--- config.mk ---
export PLATFORM = sky130hd
export DESIGN_NAME = pew_host
export DESIGN_NICKNAME = d
export VERILOG_FILES = /design/src/include/pew_pkg.sv /design/src/include/pew_tmr_if.sv /design/src/verilog/pew_host.sv /design/src/verilog/pew_timer.sv
export VERILOG_INCLUDE_DIRS = /design/src /design/src/include
export SDC_FILE = /design/constraint.sdc
export NUM_CORES = 1
export LEC_CHECK = 0
export BUFFER_PORTS_ARGS = -buffer_cell sky130_fd_sc_hd__buf_4
export CAP_MARGIN = 5
export CELL_PAD_IN_SITES_DETAIL_PLACEMENT = 2
export CELL_PAD_IN_SITES_GLOBAL_PLACEMENT = 2
export CORE_MARGIN = 2
export CORE_UTILIZATION = 25
export DETAILED_ROUTE_END_ITERATION = 8
export HOLD_SLACK_MARGIN = 0.12
export PLACE_DENSITY = 0.64
export SYNTH_ARGS = -nofsm -noshare
export SYNTH_HDL_FRONTEND = slang
export SYNTH_SLANG_ARGS = --single-unit
export TNS_END_PERCENT = 100
--- constraint.sdc ---
create_clock -name clk_in -period 4.8 [get_ports clk_in]
set_input_delay 0.24 -clock clk_in [delete_from_list [all_inputs] [get_ports clk_in]]
set_output_delay 0.24 -clock clk_in [all_outputs]
set_load 0.02 [all_outputs]
--- src/include/pew_map.svh ---
`ifndef PEW_MAP_SVH
`define PEW_MAP_SVH

// ****************************************
// clock and printed times
// ****************************************
`define PEW_CLK_NS 10
`define PEW_WP_NS 100
`define PEW_DH_NS 10
`define PEW_WPH_NS 200
`define PEW_CE_ACC_NS 150
`define PEW_OHZ_NS 50
`define PEW_BLC_MAX_NS 100000
`define PEW_WC_MAX_NS 10000000
`define PEW_DW_NS 10000

// ****************************************
// derived cycle counts
// ****************************************
`define PEW_SYNC_CYC 3
`define PEW_WP_CYC ((`PEW_WP_NS + `PEW_CLK_NS - 1) / `PEW_CLK_NS)
`define PEW_DH_CYC ((`PEW_DH_NS + `PEW_CLK_NS - 1) / `PEW_CLK_NS)
`define PEW_WPH_CYC ((`PEW_WPH_NS + `PEW_CLK_NS - 1) / `PEW_CLK_NS)
`define PEW_RD_CYC (((`PEW_CE_ACC_NS + `PEW_CLK_NS - 1) / `PEW_CLK_NS) + `PEW_SYNC_CYC)
`define PEW_OHZ_CYC ((`PEW_OHZ_NS + `PEW_CLK_NS - 1) / `PEW_CLK_NS)
`define PEW_DW_CYC ((`PEW_DW_NS + `PEW_CLK_NS - 1) / `PEW_CLK_NS)
`define PEW_LOAD_MARGIN_CYC 20

// ****************************************
// array layout and status codes
// ****************************************
`define PEW_ADDR_W 15
`define PEW_DATA_W 8
`define PEW_PAGE_LSB 6
`define PEW_PAGE_BYTES 64
`define PEW_POLL_BIT 7
`define PEW_TOGGLE_BIT 6
`define PEW_TMR_W 20
`define PEW_ST_OK 2'h0
`define PEW_ST_TIMEOUT 2'h1
`define PEW_ST_PROTECTED 2'h2

`endif

--- src/include/pew_pkg.sv ---
`include "pew_map.svh"

package pew_pkg;

  // ****************************************
  // controller states
  // ****************************************
  typedef enum logic [3:0] {
    PEW_IDLE = 4'h0,
    PEW_RD_ACT = 4'h1,
    PEW_RD_END = 4'h2,
    PEW_WR_LOW = 4'h3,
    PEW_WR_RISE = 4'h4,
    PEW_WR_GAP = 4'h5,
    PEW_LOAD_OPEN = 4'h6,
    PEW_SETTLE = 4'h7,
    PEW_RECOVER = 4'h8
  } pew_state_t;

  typedef logic [`PEW_TMR_W-1:0] pew_tick_t;

endpackage : pew_pkg

--- src/include/pew_tmr_if.sv ---
`include "pew_map.svh"

// ****************************************
// long interval timer carrier
// ****************************************
interface pew_tmr_if;
  logic load;
  pew_pkg::pew_tick_t value;
  logic expired;

  modport ctrl (output load, output value, input expired);
  modport tmr (input load, input value, output expired);
endinterface : pew_tmr_if

--- src/verilog/pew_host.sv ---
`include "pew_map.svh"

module pew_host #(
  parameter int unsigned LOAD_WINDOW_CYC = `PEW_BLC_MAX_NS / `PEW_CLK_NS,
  parameter int unsigned PROG_MAX_CYC = `PEW_WC_MAX_NS / `PEW_CLK_NS
) (
  // clock, reset, enable
  input wire logic clk_in,
  input wire logic rst_in,
  input wire logic en_in,
  // user request
  input wire logic req_valid_in,
  output logic req_ready_out,
  input wire logic req_write_in,
  input wire logic req_last_in,
  input wire logic [`PEW_ADDR_W-1:0] req_addr_in,
  input wire logic [`PEW_DATA_W-1:0] req_data_in,
  // user response
  output logic rsp_valid_out,
  output logic [`PEW_DATA_W-1:0] rsp_data_out,
  output logic [1:0] rsp_status_out,
  output logic busy_out,
  // memory pins
  output logic chip_select_n_out,
  output logic output_gate_n_out,
  output logic write_strobe_n_out,
  output logic [`PEW_ADDR_W-1:0] byte_address_out,
  output logic [`PEW_DATA_W-1:0] data_lines_out,
  output logic data_lines_oe_out,
  input wire logic [`PEW_DATA_W-1:0] data_lines_in
);

  // ****************************************
  // data pin synchroniser
  // ****************************************
  logic [`PEW_DATA_W-1:0] s1_reg, s2_reg, s3_reg, stable_reg, stable_next;

  always_ff @(posedge clk_in or posedge rst_in) begin
    if (rst_in) begin
      s1_reg <= '0;
      s2_reg <= '0;
      s3_reg <= '0;
      stable_reg <= '0;
    end else if (en_in) begin
      s1_reg <= data_lines_in;
      s2_reg <= s1_reg;
      s3_reg <= s2_reg;
      stable_reg <= stable_next;
    end
  end

  // a bit only moves once two stages agree, filtering pin glitches
  for (genvar b = 0; b < `PEW_DATA_W; b++) begin : g_agree
    always_comb begin
      stable_next[b] = (s2_reg[b] == s3_reg[b]) ? s3_reg[b] : stable_reg[b];
    end
  end

  // ****************************************
  // sequencer state
  // ****************************************
  pew_tmr_if tmr_if ();

  pew_timer u_timer (
    .clk_in(clk_in),
    .rst_in(rst_in),
    .en_in(en_in),
    .tmr(tmr_if.tmr)
  );

  pew_pkg::pew_state_t state_reg, state_next;
  logic [7:0] cnt_reg, cnt_next;
  logic [`PEW_ADDR_W-1:0] addr_reg, addr_next;
  logic [`PEW_DATA_W-1:0] wdata_reg, wdata_next, rd_reg, rd_next;
  logic [6:0] bytes_reg, bytes_next;
  logic last_reg, last_next, poll_reg, poll_next, first_reg, first_next;
  logic prev6_reg, prev6_next;
  logic rsp_valid_reg, rsp_valid_next;
  logic [`PEW_DATA_W-1:0] rsp_data_reg, rsp_data_next;
  logic [1:0] rsp_status_reg, rsp_status_next;
  logic ce_n_reg, oe_n_reg, we_n_reg, doe_reg;
  logic same_page;

  assign same_page = (req_addr_in[`PEW_ADDR_W-1:`PEW_PAGE_LSB] ==
                      addr_reg[`PEW_ADDR_W-1:`PEW_PAGE_LSB]);

  // handshake is combinational; only clean same-page writes join a page
  always_comb begin
    req_ready_out = 1'b0;
    if (state_reg == pew_pkg::PEW_IDLE) begin
      req_ready_out = 1'b1;
    end else if (state_reg == pew_pkg::PEW_LOAD_OPEN) begin
      req_ready_out = req_write_in && same_page && !tmr_if.expired;
    end
  end

  // next state and datapath
  always_comb begin
    state_next = state_reg;
    cnt_next = cnt_reg + 8'h01;
    addr_next = addr_reg;
    wdata_next = wdata_reg;
    rd_next = rd_reg;
    bytes_next = bytes_reg;
    last_next = last_reg;
    poll_next = poll_reg;
    first_next = first_reg;
    prev6_next = prev6_reg;
    rsp_valid_next = 1'b0;
    rsp_data_next = rsp_data_reg;
    rsp_status_next = rsp_status_reg;
    tmr_if.load = 1'b0;
    tmr_if.value = '0;
    case (state_reg)
      pew_pkg::PEW_IDLE: begin
        if (req_valid_in) begin
          addr_next = req_addr_in;
          wdata_next = req_data_in;
          cnt_next = 8'h00;
          poll_next = 1'b0;
          if (req_write_in) begin
            bytes_next = 7'h01;
            last_next = req_last_in;
            state_next = pew_pkg::PEW_WR_LOW;
          end else begin
            state_next = pew_pkg::PEW_RD_ACT;
          end
        end
      end
      pew_pkg::PEW_RD_ACT: begin
        // full access time plus synchroniser before sampling
        if (cnt_reg == 8'(`PEW_RD_CYC - 1)) begin
          rd_next = stable_next;
          cnt_next = 8'h00;
          state_next = pew_pkg::PEW_RD_END;
        end
      end
      pew_pkg::PEW_RD_END: begin
        // bus turnaround before anything else may drive the data pins
        if (cnt_reg == 8'(`PEW_OHZ_CYC - 1)) begin
          cnt_next = 8'h00;
          if (!poll_reg) begin
            rsp_valid_next = 1'b1;
            rsp_data_next = rd_reg;
            rsp_status_next = `PEW_ST_OK;
            state_next = pew_pkg::PEW_IDLE;
          end else if (!first_reg && rd_reg[`PEW_TOGGLE_BIT] == prev6_reg) begin
            rsp_valid_next = 1'b1;
            rsp_data_next = rd_reg;
            if (rd_reg[`PEW_POLL_BIT] == wdata_reg[`PEW_POLL_BIT]) begin
              rsp_status_next = `PEW_ST_OK;
            end else begin
              rsp_status_next = `PEW_ST_PROTECTED;
            end
            tmr_if.load = 1'b1;
            tmr_if.value = `PEW_TMR_W'(`PEW_DW_CYC);
            state_next = pew_pkg::PEW_RECOVER;
          end else if (tmr_if.expired) begin
            rsp_valid_next = 1'b1;
            rsp_data_next = rd_reg;
            rsp_status_next = `PEW_ST_TIMEOUT;
            state_next = pew_pkg::PEW_IDLE;
          end else begin
            first_next = 1'b0;
            prev6_next = rd_reg[`PEW_TOGGLE_BIT];
            state_next = pew_pkg::PEW_RD_ACT;
          end
        end
      end
      pew_pkg::PEW_WR_LOW: begin
        if (cnt_reg == 8'h00) begin
          // window counts from this falling strobe
          tmr_if.load = 1'b1;
          tmr_if.value = `PEW_TMR_W'(LOAD_WINDOW_CYC - `PEW_LOAD_MARGIN_CYC);
        end
        if (cnt_reg == 8'(`PEW_WP_CYC - 1)) begin
          cnt_next = 8'h00;
          state_next = pew_pkg::PEW_WR_RISE;
        end
      end
      pew_pkg::PEW_WR_RISE: begin
        // strobe rises first; data and select hold behind it
        if (cnt_reg == 8'(`PEW_DH_CYC - 1)) begin
          cnt_next = 8'h00;
          state_next = pew_pkg::PEW_WR_GAP;
        end
      end
      pew_pkg::PEW_WR_GAP: begin
        if (cnt_reg == 8'(`PEW_WPH_CYC - 1)) begin
          cnt_next = 8'h00;
          if (last_reg || bytes_reg == 7'(`PEW_PAGE_BYTES)) begin
            state_next = pew_pkg::PEW_SETTLE;
          end else begin
            state_next = pew_pkg::PEW_LOAD_OPEN;
          end
        end
      end
      pew_pkg::PEW_LOAD_OPEN: begin
        if (req_valid_in && req_ready_out) begin
          addr_next = req_addr_in;
          wdata_next = req_data_in;
          bytes_next = bytes_reg + 7'h01;
          last_next = req_last_in;
          cnt_next = 8'h00;
          state_next = pew_pkg::PEW_WR_LOW;
        end else if (req_valid_in || tmr_if.expired) begin
          // foreign request or idle page: close it, request waits
          cnt_next = 8'h00;
          state_next = pew_pkg::PEW_SETTLE;
        end
      end
      pew_pkg::PEW_SETTLE: begin
        // a full window guarantees programming started before polling
        if (cnt_reg == 8'h00) begin
          tmr_if.load = 1'b1;
          tmr_if.value = `PEW_TMR_W'(LOAD_WINDOW_CYC);
        end else if (tmr_if.expired) begin
          tmr_if.load = 1'b1;
          tmr_if.value = `PEW_TMR_W'(PROG_MAX_CYC);
          poll_next = 1'b1;
          first_next = 1'b1;
          cnt_next = 8'h00;
          state_next = pew_pkg::PEW_RD_ACT;
        end else begin
          cnt_next = cnt_reg; // a wrap to zero would reload the window forever
        end
      end
      pew_pkg::PEW_RECOVER: begin
        if (tmr_if.expired) begin
          state_next = pew_pkg::PEW_IDLE;
        end
      end
      default: begin
        state_next = pew_pkg::PEW_IDLE;
      end
    endcase
  end

  always_ff @(posedge clk_in or posedge rst_in) begin
    if (rst_in) begin
      state_reg <= pew_pkg::PEW_IDLE;
      cnt_reg <= 8'h00;
      addr_reg <= '0;
      wdata_reg <= '0;
      rd_reg <= '0;
      bytes_reg <= 7'h00;
      last_reg <= 1'b0;
      poll_reg <= 1'b0;
      first_reg <= 1'b0;
      prev6_reg <= 1'b0;
      rsp_valid_reg <= 1'b0;
      rsp_data_reg <= '0;
      rsp_status_reg <= 2'h0;
    end else if (en_in) begin
      state_reg <= state_next;
      cnt_reg <= cnt_next;
      addr_reg <= addr_next;
      wdata_reg <= wdata_next;
      rd_reg <= rd_next;
      bytes_reg <= bytes_next;
      last_reg <= last_next;
      poll_reg <= poll_next;
      first_reg <= first_next;
      prev6_reg <= prev6_next;
      rsp_valid_reg <= rsp_valid_next;
      rsp_data_reg <= rsp_data_next;
      rsp_status_reg <= rsp_status_next;
    end
  end

  // ****************************************
  // pin drivers
  // ****************************************
  logic ce_n_next, oe_n_next, we_n_next, doe_next;

  // pins follow the next state so they change on the state edge itself
  always_comb begin
    ce_n_next = !(state_next == pew_pkg::PEW_RD_ACT || state_next == pew_pkg::PEW_WR_LOW ||
                  state_next == pew_pkg::PEW_WR_RISE);
    oe_n_next = !(state_next == pew_pkg::PEW_RD_ACT);
    we_n_next = !(state_next == pew_pkg::PEW_WR_LOW);
    doe_next = (state_next == pew_pkg::PEW_WR_LOW || state_next == pew_pkg::PEW_WR_RISE);
  end

  always_ff @(posedge clk_in or posedge rst_in) begin
    if (rst_in) begin
      ce_n_reg <= 1'b1;
      oe_n_reg <= 1'b1;
      we_n_reg <= 1'b1;
      doe_reg <= 1'b0;
    end else if (en_in) begin
      ce_n_reg <= ce_n_next;
      oe_n_reg <= oe_n_next;
      we_n_reg <= we_n_next;
      doe_reg <= doe_next;
    end
  end

  assign chip_select_n_out = ce_n_reg;
  assign output_gate_n_out = oe_n_reg;
  assign write_strobe_n_out = we_n_reg;
  assign byte_address_out = addr_reg;
  assign data_lines_out = wdata_reg;
  assign data_lines_oe_out = doe_reg;
  assign rsp_valid_out = rsp_valid_reg;
  assign rsp_data_out = rsp_data_reg;
  assign rsp_status_out = rsp_status_reg;
  assign busy_out = (state_reg != pew_pkg::PEW_IDLE);

endmodule : pew_host

--- src/verilog/pew_timer.sv ---
`include "pew_map.svh"

// ****************************************
// down counter for windows and timeouts
// ****************************************
module pew_timer (
  // clock, reset, enable
  input wire logic clk_in,
  input wire logic rst_in,
  input wire logic en_in,
  // control
  pew_tmr_if.tmr tmr
);

  pew_pkg::pew_tick_t cnt_reg;
  pew_pkg::pew_tick_t cnt_next;

  // reload wins over counting so a new interval never inherits a stale tail
  always_comb begin
    cnt_next = cnt_reg;
    if (tmr.load) begin
      cnt_next = tmr.value;
    end else if (cnt_reg != '0) begin
      cnt_next = cnt_reg - `PEW_TMR_W'(1);
    end
  end

  always_ff @(posedge clk_in or posedge rst_in) begin
    if (rst_in) begin
      cnt_reg <= '0;
    end else if (en_in) begin
      cnt_reg <= cnt_next;
    end
  end

  assign tmr.expired = (cnt_reg == '0);

endmodule : pew_timer
Word-level counts from Yosys, hierarchy flattened

Index checks and enable logic that the tools add are counted.

Register bits after elaboration: 121
ROM bits: 0
Bits in writable memories: 0
Memories: 0
Word-level logic and storage cells: 185
Input bits: 37
Latch bits: 0

Bitwise logic cells: 2
Shift operators: 0
Add/subtract/negate cells: 3
Eq/ne operators: 38
$mul: 0
Div/mod/pow operators: 0
Muxes and demuxes: 88
Reduce and logical (&&, ||, !) cells: 32
Order comparisons: 0

Operators with widths:

| operator                                           | count |
|---|---|
| two-way mux 8 bit                                  | 15 |
| two-way mux 20 bit                                 | 4 |
| one-hot mux 8 bit (8 select lines)                 | 1 |
| one-hot mux 20 bit (3 select lines)                | 1 |
| two-way mux 4 bit                                  | 13 |
| one-hot mux 4 bit (9 select lines)                 | 1 |
| two-way mux 1 bit                                  | 32 |
| two-way mux 10 bit                                 | 3 |
| two-way mux 15 bit                                 | 2 |
| one-hot mux 15 bit (2 select lines)                | 1 |
| two-way mux 7 bit                                  | 3 |
| == test 4 x 3 -> 1 bit, second input constant      | 5 |
| zero test 20 bit                                   | 1 |
| nonzero test 20 bit                                | 1 |
| subtractor 20 x 1 -> 20 bit, second input constant | 1 |
| == test 8 x 5 -> 1 bit, second input constant      | 2 |
| inequality test 2 bit, second input constant       | 8 |
| one-hot mux 8 bit (2 select lines)                 | 1 |
| two-way mux 14 bit                                 | 1 |
| one-hot mux 7 bit (2 select lines)                 | 1 |
| == test 4 x 2 -> 1 bit, second input constant      | 3 |
| == test 1 bit                                      | 10 |
| two-way mux 2 bit                                  | 5 |
| AND reduction 5 bit                                | 2 |
| other kinds (26)                                   | 46 |

Logic depth before layout (Yosys ltp)

Gate-level depths: netlist (run 1).

Word-level depth: 12
Depth in mapped cells: 11
Mapped depth without buffers: 9

Cells and area by module

From an unflattened synthesis (run 1), not the netlist that was laid out.

Cell total of the unflattened synthesis: 621
Area total of the unflattened synthesis: 6,247.2 um2

Modules (own cells, without submodules):

| module    | seq. area each (um2) | instances | cells each | area an instance (um2) |
|---|---|---|---|---|
| pew_host  | 2,531.2              | 1         | 458        | 4,892.2 |
| pew_timer | 500.5                | 1         | 163        | 1,355.0 |

Worst setup path after synthesis (run 1)

Ideal clock, no wire load.

Path type: register -> register
Start point: register state_reg[1]
End point: register addr_reg[10], in the netlist byte_address_out[10]
Setup time: 0.125 ns
Period minus slack after synthesis: 2.535 ns
Setup slack: 2.265 ns
Required time: 4.675 ns
Stages on the path, launching flop included: 8
Arrival time: 2.411 ns
Cells stage by stage: dfrtp_1 > clkbuf_1 > buf_2 > nor4_1 > inv_1 > a21oi_1 > buf_2 > mux2_2

Cells in the longest elaborated chain, start to end: 6

Ends and longest elaborated chain:

| what                                     | RTL line                        | text |
|---|---|---|
| start, declared                          | pew_host.sv:71                  | `pew_pkg::pew_state_t state_reg, state_next;` |
| start signal, assigned                   | pew_host.sv:241                 | `state_reg <= pew_pkg::PEW_IDLE;` |
| start signal, assigned                   | pew_host.sv:255                 | `state_reg <= state_next;` |
| == test 4 x 3 -> 1 bit                   | pew_host.sv:92, pew_host.sv:114 |  |
| two-way mux 1 bit                        | pew_host.sv:92                  | `end else if (state_reg == pew_pkg::PEW_LOAD_OPEN) begin` |
| two-way mux 1 bit                        | pew_host.sv:90                  | `if (state_reg == pew_pkg::PEW_IDLE) begin` |
| logical AND 1 bit                        | pew_host.sv:199                 | `if (req_valid_in && req_ready_out) begin` |
| inequality test 2 x 1 -> 1 bit (no line) | n/a                             |  |
| AND reduction 4 bit (no line)            | n/a                             |  |
| end signal, assigned                     | pew_host.sv:257                 | `addr_reg <= addr_next;` |
| end, declared                            | pew_host.sv:73                  | `` logic [`PEW_ADDR_W-1:0] addr_reg, addr_next; `` |

Several ways; a longest one is shown, not always the timed one.
A chain may end at the register's enable or synchronous reset.

Final worst setup path (run 1)

Start point: register state_reg[1]
End point: register u_timer.cnt_reg[17]

Cells in the longest elaborated chain, start to end: 4

Ends and longest elaborated chain:

| what                                                             | RTL line        | text |
|---|---|---|
| == test 4 x 3 -> 1 bit or == test 4 x 2 -> 1 bit (tied branches) | pew_host.sv:114 | `case (state_reg)` |
| one-hot mux 1 bit (3 select lines)                               | pew_host.sv:114 |  |
| nonzero test 2 bit (no line)                                     | n/a             |  |
| AND reduction 2 bit (no line)                                    | n/a             |  |
| end signal, assigned                                             | pew_timer.sv:32 | `cnt_reg <= cnt_next;` |
| end, declared                                                    | pew_timer.sv:15 | `pew_pkg::pew_tick_t cnt_reg;` |

Several ways; a longest one is shown, not always the timed one.

==> results of run 1 <==
==> synth_stat cells (all sizes together) (3+ instances only) <==
library cell and number:
a211oi 3, a21oi 47, a31oi 7, and3 6, buf 17, clkbuf 15
dfrtp 118, dfstp 3, ha 6, inv 26, mux2 50, nand2 58
nand2b 6, nand3 18, nand3b 4, nand4 5, nor2 51, nor2b 6
nor3 25, nor4 13, o21ai 68, o31ai 13, or3 3, or4 6
xnor2 15, xor2 3
==> power groups by stage <==
| stage | clock [mW] | combinational, mW | sequential (mW) |
|---|---|---|---|
| 2_1_floorplan | 0 | 0.913 | 1.60 |
| 3_3_place_gp | 0 | 1.41 | 1.56 |
| 3_5_place_dp | 0 | 1.48 | 1.59 |
| 4_1_cts | 1.48 | 1.51 | 1.58 |
| 5_1_grt | 1.52 | 1.67 | 1.63 |
| 6_report | 1.44 | 1.49 | 1.58 |
==> timing repair <==
| item | 4_1_cts | 5_1_grt |
|---|---|---|
| endpoints found under the hold margin | 95 | 0 |
| resized for setup | 0 | 0 |
| setup buffers | 0 | 0 |
| hold buffers | 33 | 0 |
==> area by class of cell <==
class                   instances  area (um^2)  share of cell area
flip-flops and latches        121         3030               0.379
multi-input cells             447         2890               0.361
repair buffers                112          923               0.115
clock buffers                  17          425              0.0531
well taps                     324          405              0.0506
clock inverters                15          226              0.0283
inverters                      26          100              0.0125
==> layer usage <==
metal  share of wire  vias up  global-route usage  routed length [um]
li1                -     2451                   -                   -
met1            0.45     2667               0.195                8520
met2            0.51       76               0.269                9590
met3           0.035       17              0.0356                 660
met4          0.0096        0              0.0414                 182
met5               0        -                   0                   0
==> logic make-up (layout without fill, tap and decap cells) <==
family | Yosys count | count (layout)
buf+inv | 58 | 170
simple gates | 214 | 214
mux | 51 | 51
fa+ha+maj | 6 | 6
xor+xnor | 18 | 18
flops | 121 | 121
compound gates | 158 | 158
==> path summary, 6_finish.rpt <==
kind,from,cells after the start,slack (ns),end
max in group asynchronous,rst_in,4,2.98,u_timer.cnt_reg[7]
worst min-delay path,en_in,2,0.21,state_reg[2]
worst max-delay path,state_reg[1],7,1.64,u_timer.cnt_reg[17]
min in group asynchronous,rst_in,3,0.59,s1_reg[4]
worst min register to register,rd_reg[4],2,0.49,rd_reg[4]
worst max register to register,state_reg[1],7,1.64,u_timer.cnt_reg[17]
==> stage by stage <==
step,cells,cell area [um^2],power [mW],hold slack (ns),worst slack (ns)
global route,1062,8000,4.82,0.232,1.34
finish,1062,8000,4.51,0.210,1.64
floorplan,626,6160,2.51,0.375,1.35
CTS,1062,8000,4.57,0.198,1.67
global placement,997,7020,2.97,0.460,1.81
detailed placement,997,7020,3.07,0.462,1.69
==> worst register-to-register path, stage by stage, from the launching register on <==
cell and delay [ns]:
dfrtp_1 0.70, or4b_2 0.72, nor4_2 0.28, a31o_2 0.33, o31a_1 0.56, o21ai_0 0.20, nand2_1 0.11, o21ai_0 0.09
==> run summary, run 1 <==
routed via count - 5211
Buffers on Ports - 76
status - finished clean
Pre-antenna DRT Iters - 4
Combinational Power Share - 0.331
Max stage delay cell, worst path - or4b_2
Antenna Violating Nets Remaining - 0
clk_lat worst skew - 0.42 ns
Util after Layout - 0.330
number of cell rows - 57
syn nets - 669
Power Internal - 2.78 mW
ys async rst share - 1.00
crit path capture type - flip-flop
initial drt markers - 211
Largest register FFs - 20
fin crit share - 0.658
post-synth top area share - 0.480
Via-to-Cell Ratio - 4.91
sequential power share - 0.349
Synth Area in Compound Gates - 0.151
RSZ-0062 raised after global routing - no
H-tree depth - 4
MaxCap Viol Count - 0
DRT Wirelength - 19000 um
fin nets - 768
Leakage - 3.45 nW
vias in the first global route - 6053
CTS tree - yes
Worst IR Drop VDD - 0.251 mV
Crit path top cell by count - o21ai_0
delay-heaviest family, CP - compound AO/OA/AOI/OAI gates
crit-path cells - or4b_2 -> nor4_2 -> a31o_2 -> o31a_1 -> o21ai_0 -> nand2_1 -> o21ai_0
Yosys Warn Count - 0
crit path kind - flip-flop to flip-flop
XOR/XNOR share of the synthesized area - 0.0256
Final HPWL DP - 12800 um
Relative slew margins - 0.344
Congestion Overflow GR - 0
Max Slew Vio Count - 0
routed wire length per instance - 17.9 um
commonest non-fill, non-tap cell in the layout - dfrtp_1
Mapped Cells - 626
synthesized cell area - 0.00616 mm^2
fillers - 2663
Max Buffers Root-to-Sink - 2
DIE WIDTH - 161 um
clock power share - 0.319
CP Buf/Inv Count - 0
total CTS buffers - 17
clock root cell - clkbuf_16
Initial Util - 0.254
highest-count cells in the layout ignoring fill and taps - dfrtp_1 (118), buf_4 (79), o21ai_0 (66)
setup violators final - 0
cell taking the most area after synthesis - dfrtp_1
Post-Synth Adder-Cell Area - 0.0122
GPL Wtd Cong - 0.774
Synth Area in Simple Gates - 0.187
crit path DAT - 3.41 ns
maximum fanout along the worst path - 20
post-synthesis mux area share - 0.0931
synth unique cells - 66
worst-margin pin slew - 0.984 ns
CP Launch Type - flip-flop
synth top area cells - dfrtp_1 (48%), mux2_2 (8.6%), o21ai_0 (5.4%)
antenna diode count - 0
#FFs+latches synth - 121
clk sinks - 121
drt drc - 0
Tmin final - 3.16 ns
chip height - 161 um
Ports - 77
core area - 0.0242 mm^2
Worst EP required - 5.05 ns
sequential share of the synthesized area - 0.492
clock transition at the registers of the reported paths - 0.06 ns
skew final - 0.0120 ns
Final Hold Viols - 0
Pwr per Cell Area - 564 mW/mm^2
Net Sw Frac - 0.383
synth-to-layout area growth - 30.0%
gr usage total - 0.156
Mean Syn Cell Area - 9.84 um^2
die area - 0.0259 mm^2
Tightest Hold Check Type - primary input to flip-flop
EDFF count, synth - 0
CP peak stage delay - 0.72 ns
largest net degree at the start of global routing - 76
TNS Setup - 0 ns
Fmax - 0.317 GHz
antenna violations before repair - 0
first-pass GRT wire length - 32500 um
Top FF cell, synth - dfrtp_1
largest family of logic cells by synthesized area - simple AND/OR/NAND/NOR gates
share of cells above drive strength 1 - 0.245
NetSw - 1.73 mW
No activity file was read; power rests on OpenSTA's default activity.
==> run 2, diff against run 1 <==
Clock period 4.8 ns to 3.3 ns, I/O delays scaled along.
==> run summary, run 2 (synthesis gave the netlist of run 1 again) <==
worst setup slack after layout - 0.265 ns (-1.38 ns)
NetSw - 2.61 mW (+51%)
Worst EP required - 3.58 ns (-1.47 ns)
Largest register FFs - 20 (unchanged)
initial drt markers - 206 (-2.4%)
Combinational Power Share - 0.356 (+0.025)
Worst R2R Path Depth - 7 (unchanged)
total CTS buffers - 17 (unchanged)
number of cell rows - 57 (unchanged)
routed wire length per instance - 18.1 um (+1.5%)
fillers - 2686 (+0.86%)
r2r setup slk - 0.27 ns (-1.38 ns)
status - finished clean
clock root cell - clkbuf_16
Tmin final - 3.03 ns (-0.121 ns)
maximum fanout along the worst path - 15 (-25%)
crit path DAT - 3.32 ns (-0.09 ns)
H-tree depth - 4 (unchanged)
worst-margin pin slew - 0.939 ns (-0.0449 ns)
CP endpoint - u_timer.cnt_reg[12]
fin nets - 783 (+2.0%)
reg2reg start - state_reg[2]
Worst IR Drop VDD - 0.427 mV (+70%)
Congestion Overflow GR - 0 (unchanged)
crit path kind - flip-flop to flip-flop
clk_lat worst skew - 0.43 ns (about the same)
DIE WIDTH - 161 um (unchanged)
crit path capture type - flip-flop
area post-placement - 0.00714 mm^2 (+1.7%)
TNS Setup - 0 ns (unchanged)
core area - 0.0242 mm^2 (unchanged)
Resize count post-CTS - 0 (unchanged)
fin crit share - 0.920 (+0.262)
r2r endpoint - u_timer.cnt_reg[12]
Power Internal - 3.92 mW (+41%)
Crit. Startpoint - state_reg[2]
die area - 0.0259 mm^2 (unchanged)
Fmax - 0.330 GHz (+4.0%)
share of cells above drive strength 1 - 0.259 (+0.0137)
commonest non-fill, non-tap cell in the layout - dfrtp_1
Initial Util - 0.254 (unchanged)
Max Buffers Root-to-Sink - 2 (unchanged)
first-pass GRT wire length - 32400 um (about the same)
antenna violations before repair - 0 (unchanged)
CTS tree - yes
sequential power share - 0.345 (-0.004)
Antenna Violating Nets Remaining - 0 (unchanged)
CP Launch Type - flip-flop
Total Power - 6.53 mW (+45%)
chip height - 161 um (unchanged)
RSZ-0062 raised after global routing - no
MaxCap Viol Count - 0 (unchanged)
Buffers on Ports - 76 (unchanged)
clk sinks - 121 (unchanged)
Relative slew margins - 0.373 (+0.0286)
antenna diode count - 0 (unchanged)
routed via count - 5281 (+1.3%)
Tightest Hold Check Type - primary input to flip-flop
Ports - 77 (unchanged)
gr usage total - 0.158 (+0.00257)
clock power share - 0.299 (-0.020)
GPL Wtd Cong - 0.812 (+4.9%)
Max Slew Vio Count - 0 (unchanged)
Pre-antenna DRT Iters - 4 (unchanged)
skew final - 0.0137 ns (+0.00166 ns)
hold depth - 3 (+1)
setup violators final - 0 (unchanged)
DP Worst Slack - 0.292 ns (-1.40 ns)
Final HPWL DP - 13600 um (+5.7%)
largest net degree at the start of global routing - 72 (-5.3%)
highest-count cells in the layout ignoring fill and taps - dfrtp_1 (118), buf_4 (92), o21ai_0 (66)
Pwr per Cell Area - 805 mW/mm^2 (+43%)
DRT Wirelength - 19500 um (+2.9%)
vias in the first global route - 5951 (-1.7%)
drt drc - 0 (unchanged)
clock transition at the registers of the reported paths - 0.07 ns (about the same)
Leakage - 3.51 nW (+1.7%)
synth-to-layout area growth - 31.7%
Final Hold Viols - 0 (unchanged)
Net Sw Frac - 0.400 (+0.0169)
final instance area - 0.00811 mm^2 (+1.3%)
Via-to-Cell Ratio - 4.90 (about the same)
run 2: cell types whose count changed in the layout (fill, tap and decap cells not counted):
cell           before  now
clkinv_4            2    0
bufinv_16           4    1
buf_4              79   92
inv_4               1    0
inv_8               4    5
clkinv_8            0    5
buf_12              0    1
dlygate4sd3_1      33   34
clkinvlp_4          0    1
inv_6               5    4
run 2: layout make-up:
class	count	area (um^2)	area share
repair buffers	127	1050	0.130
flip-flops and latches	121	3030	0.374
well taps	324	405	0.0500
clock buffers	17	425	0.0525
multi-input cells	447	2890	0.357
inverters	26	101	0.0125
clock inverters	15	203	0.0250
run 2: worst min path at each step:
stage / from / to / slack (ns)
after floorplan: req_addr_in[4] / byte_address_out[4] / 0.30
after global routing: req_valid_in / poll_reg / 0.22
final: req_valid_in / poll_reg / 0.18
after CTS: req_valid_in / poll_reg / 0.16
after detailed placement: req_addr_in[4] / byte_address_out[4] / 0.40
after global placement: req_addr_in[4] / byte_address_out[4] / 0.38
run 2: per-stage QoR:
step	std cells	utilization	hold slack (ns)
6_report	1077	0.334	0.185
3_5_place_dp	1011	0.294	0.398
5_1_grt	1077	0.334	0.216
4_1_cts	1077	0.334	0.165
2_1_floorplan	626	-	0.300
3_3_place_gp	1011	0.294	0.384
run 2: repair_timing:
| item | in CTS | in global routing |
|---|---|---|
| hold buffers | 34 | 0 |
| buffers inserted | 0 | 0 |
| endpoints found under the hold margin | 73 | 0 |
run 2: routing by layer:
metal	vias to the layer above	GRT usage	wire length, um
met4	0	0.0394	206
met1	2716	0.190	8430
met3	13	0.0380	654
met2	80	0.284	10200
met5	-	0	0
li1	2472	-	-
run 2: power groups by stage:
stage	logic (mW)	clock network, mW	registers (mW)
4_1_cts	2.34	2.01	2.25
2_1_floorplan	1.33	0	2.33
3_3_place_gp	2.19	0	2.23
6_report	2.32	1.95	2.25
5_1_grt	2.57	2.08	2.32
3_5_place_dp	2.28	0	2.26
run 2: critical path, cell delays in order (launching register included):
cell and delay (ns):
dfrtp_1 0.51, or4b_2 0.79, nor4_2 0.29, a31o_2 0.35, o31a_1 0.54, nand3_1 0.17, xor2_1 0.19, a21oi_1 0.06
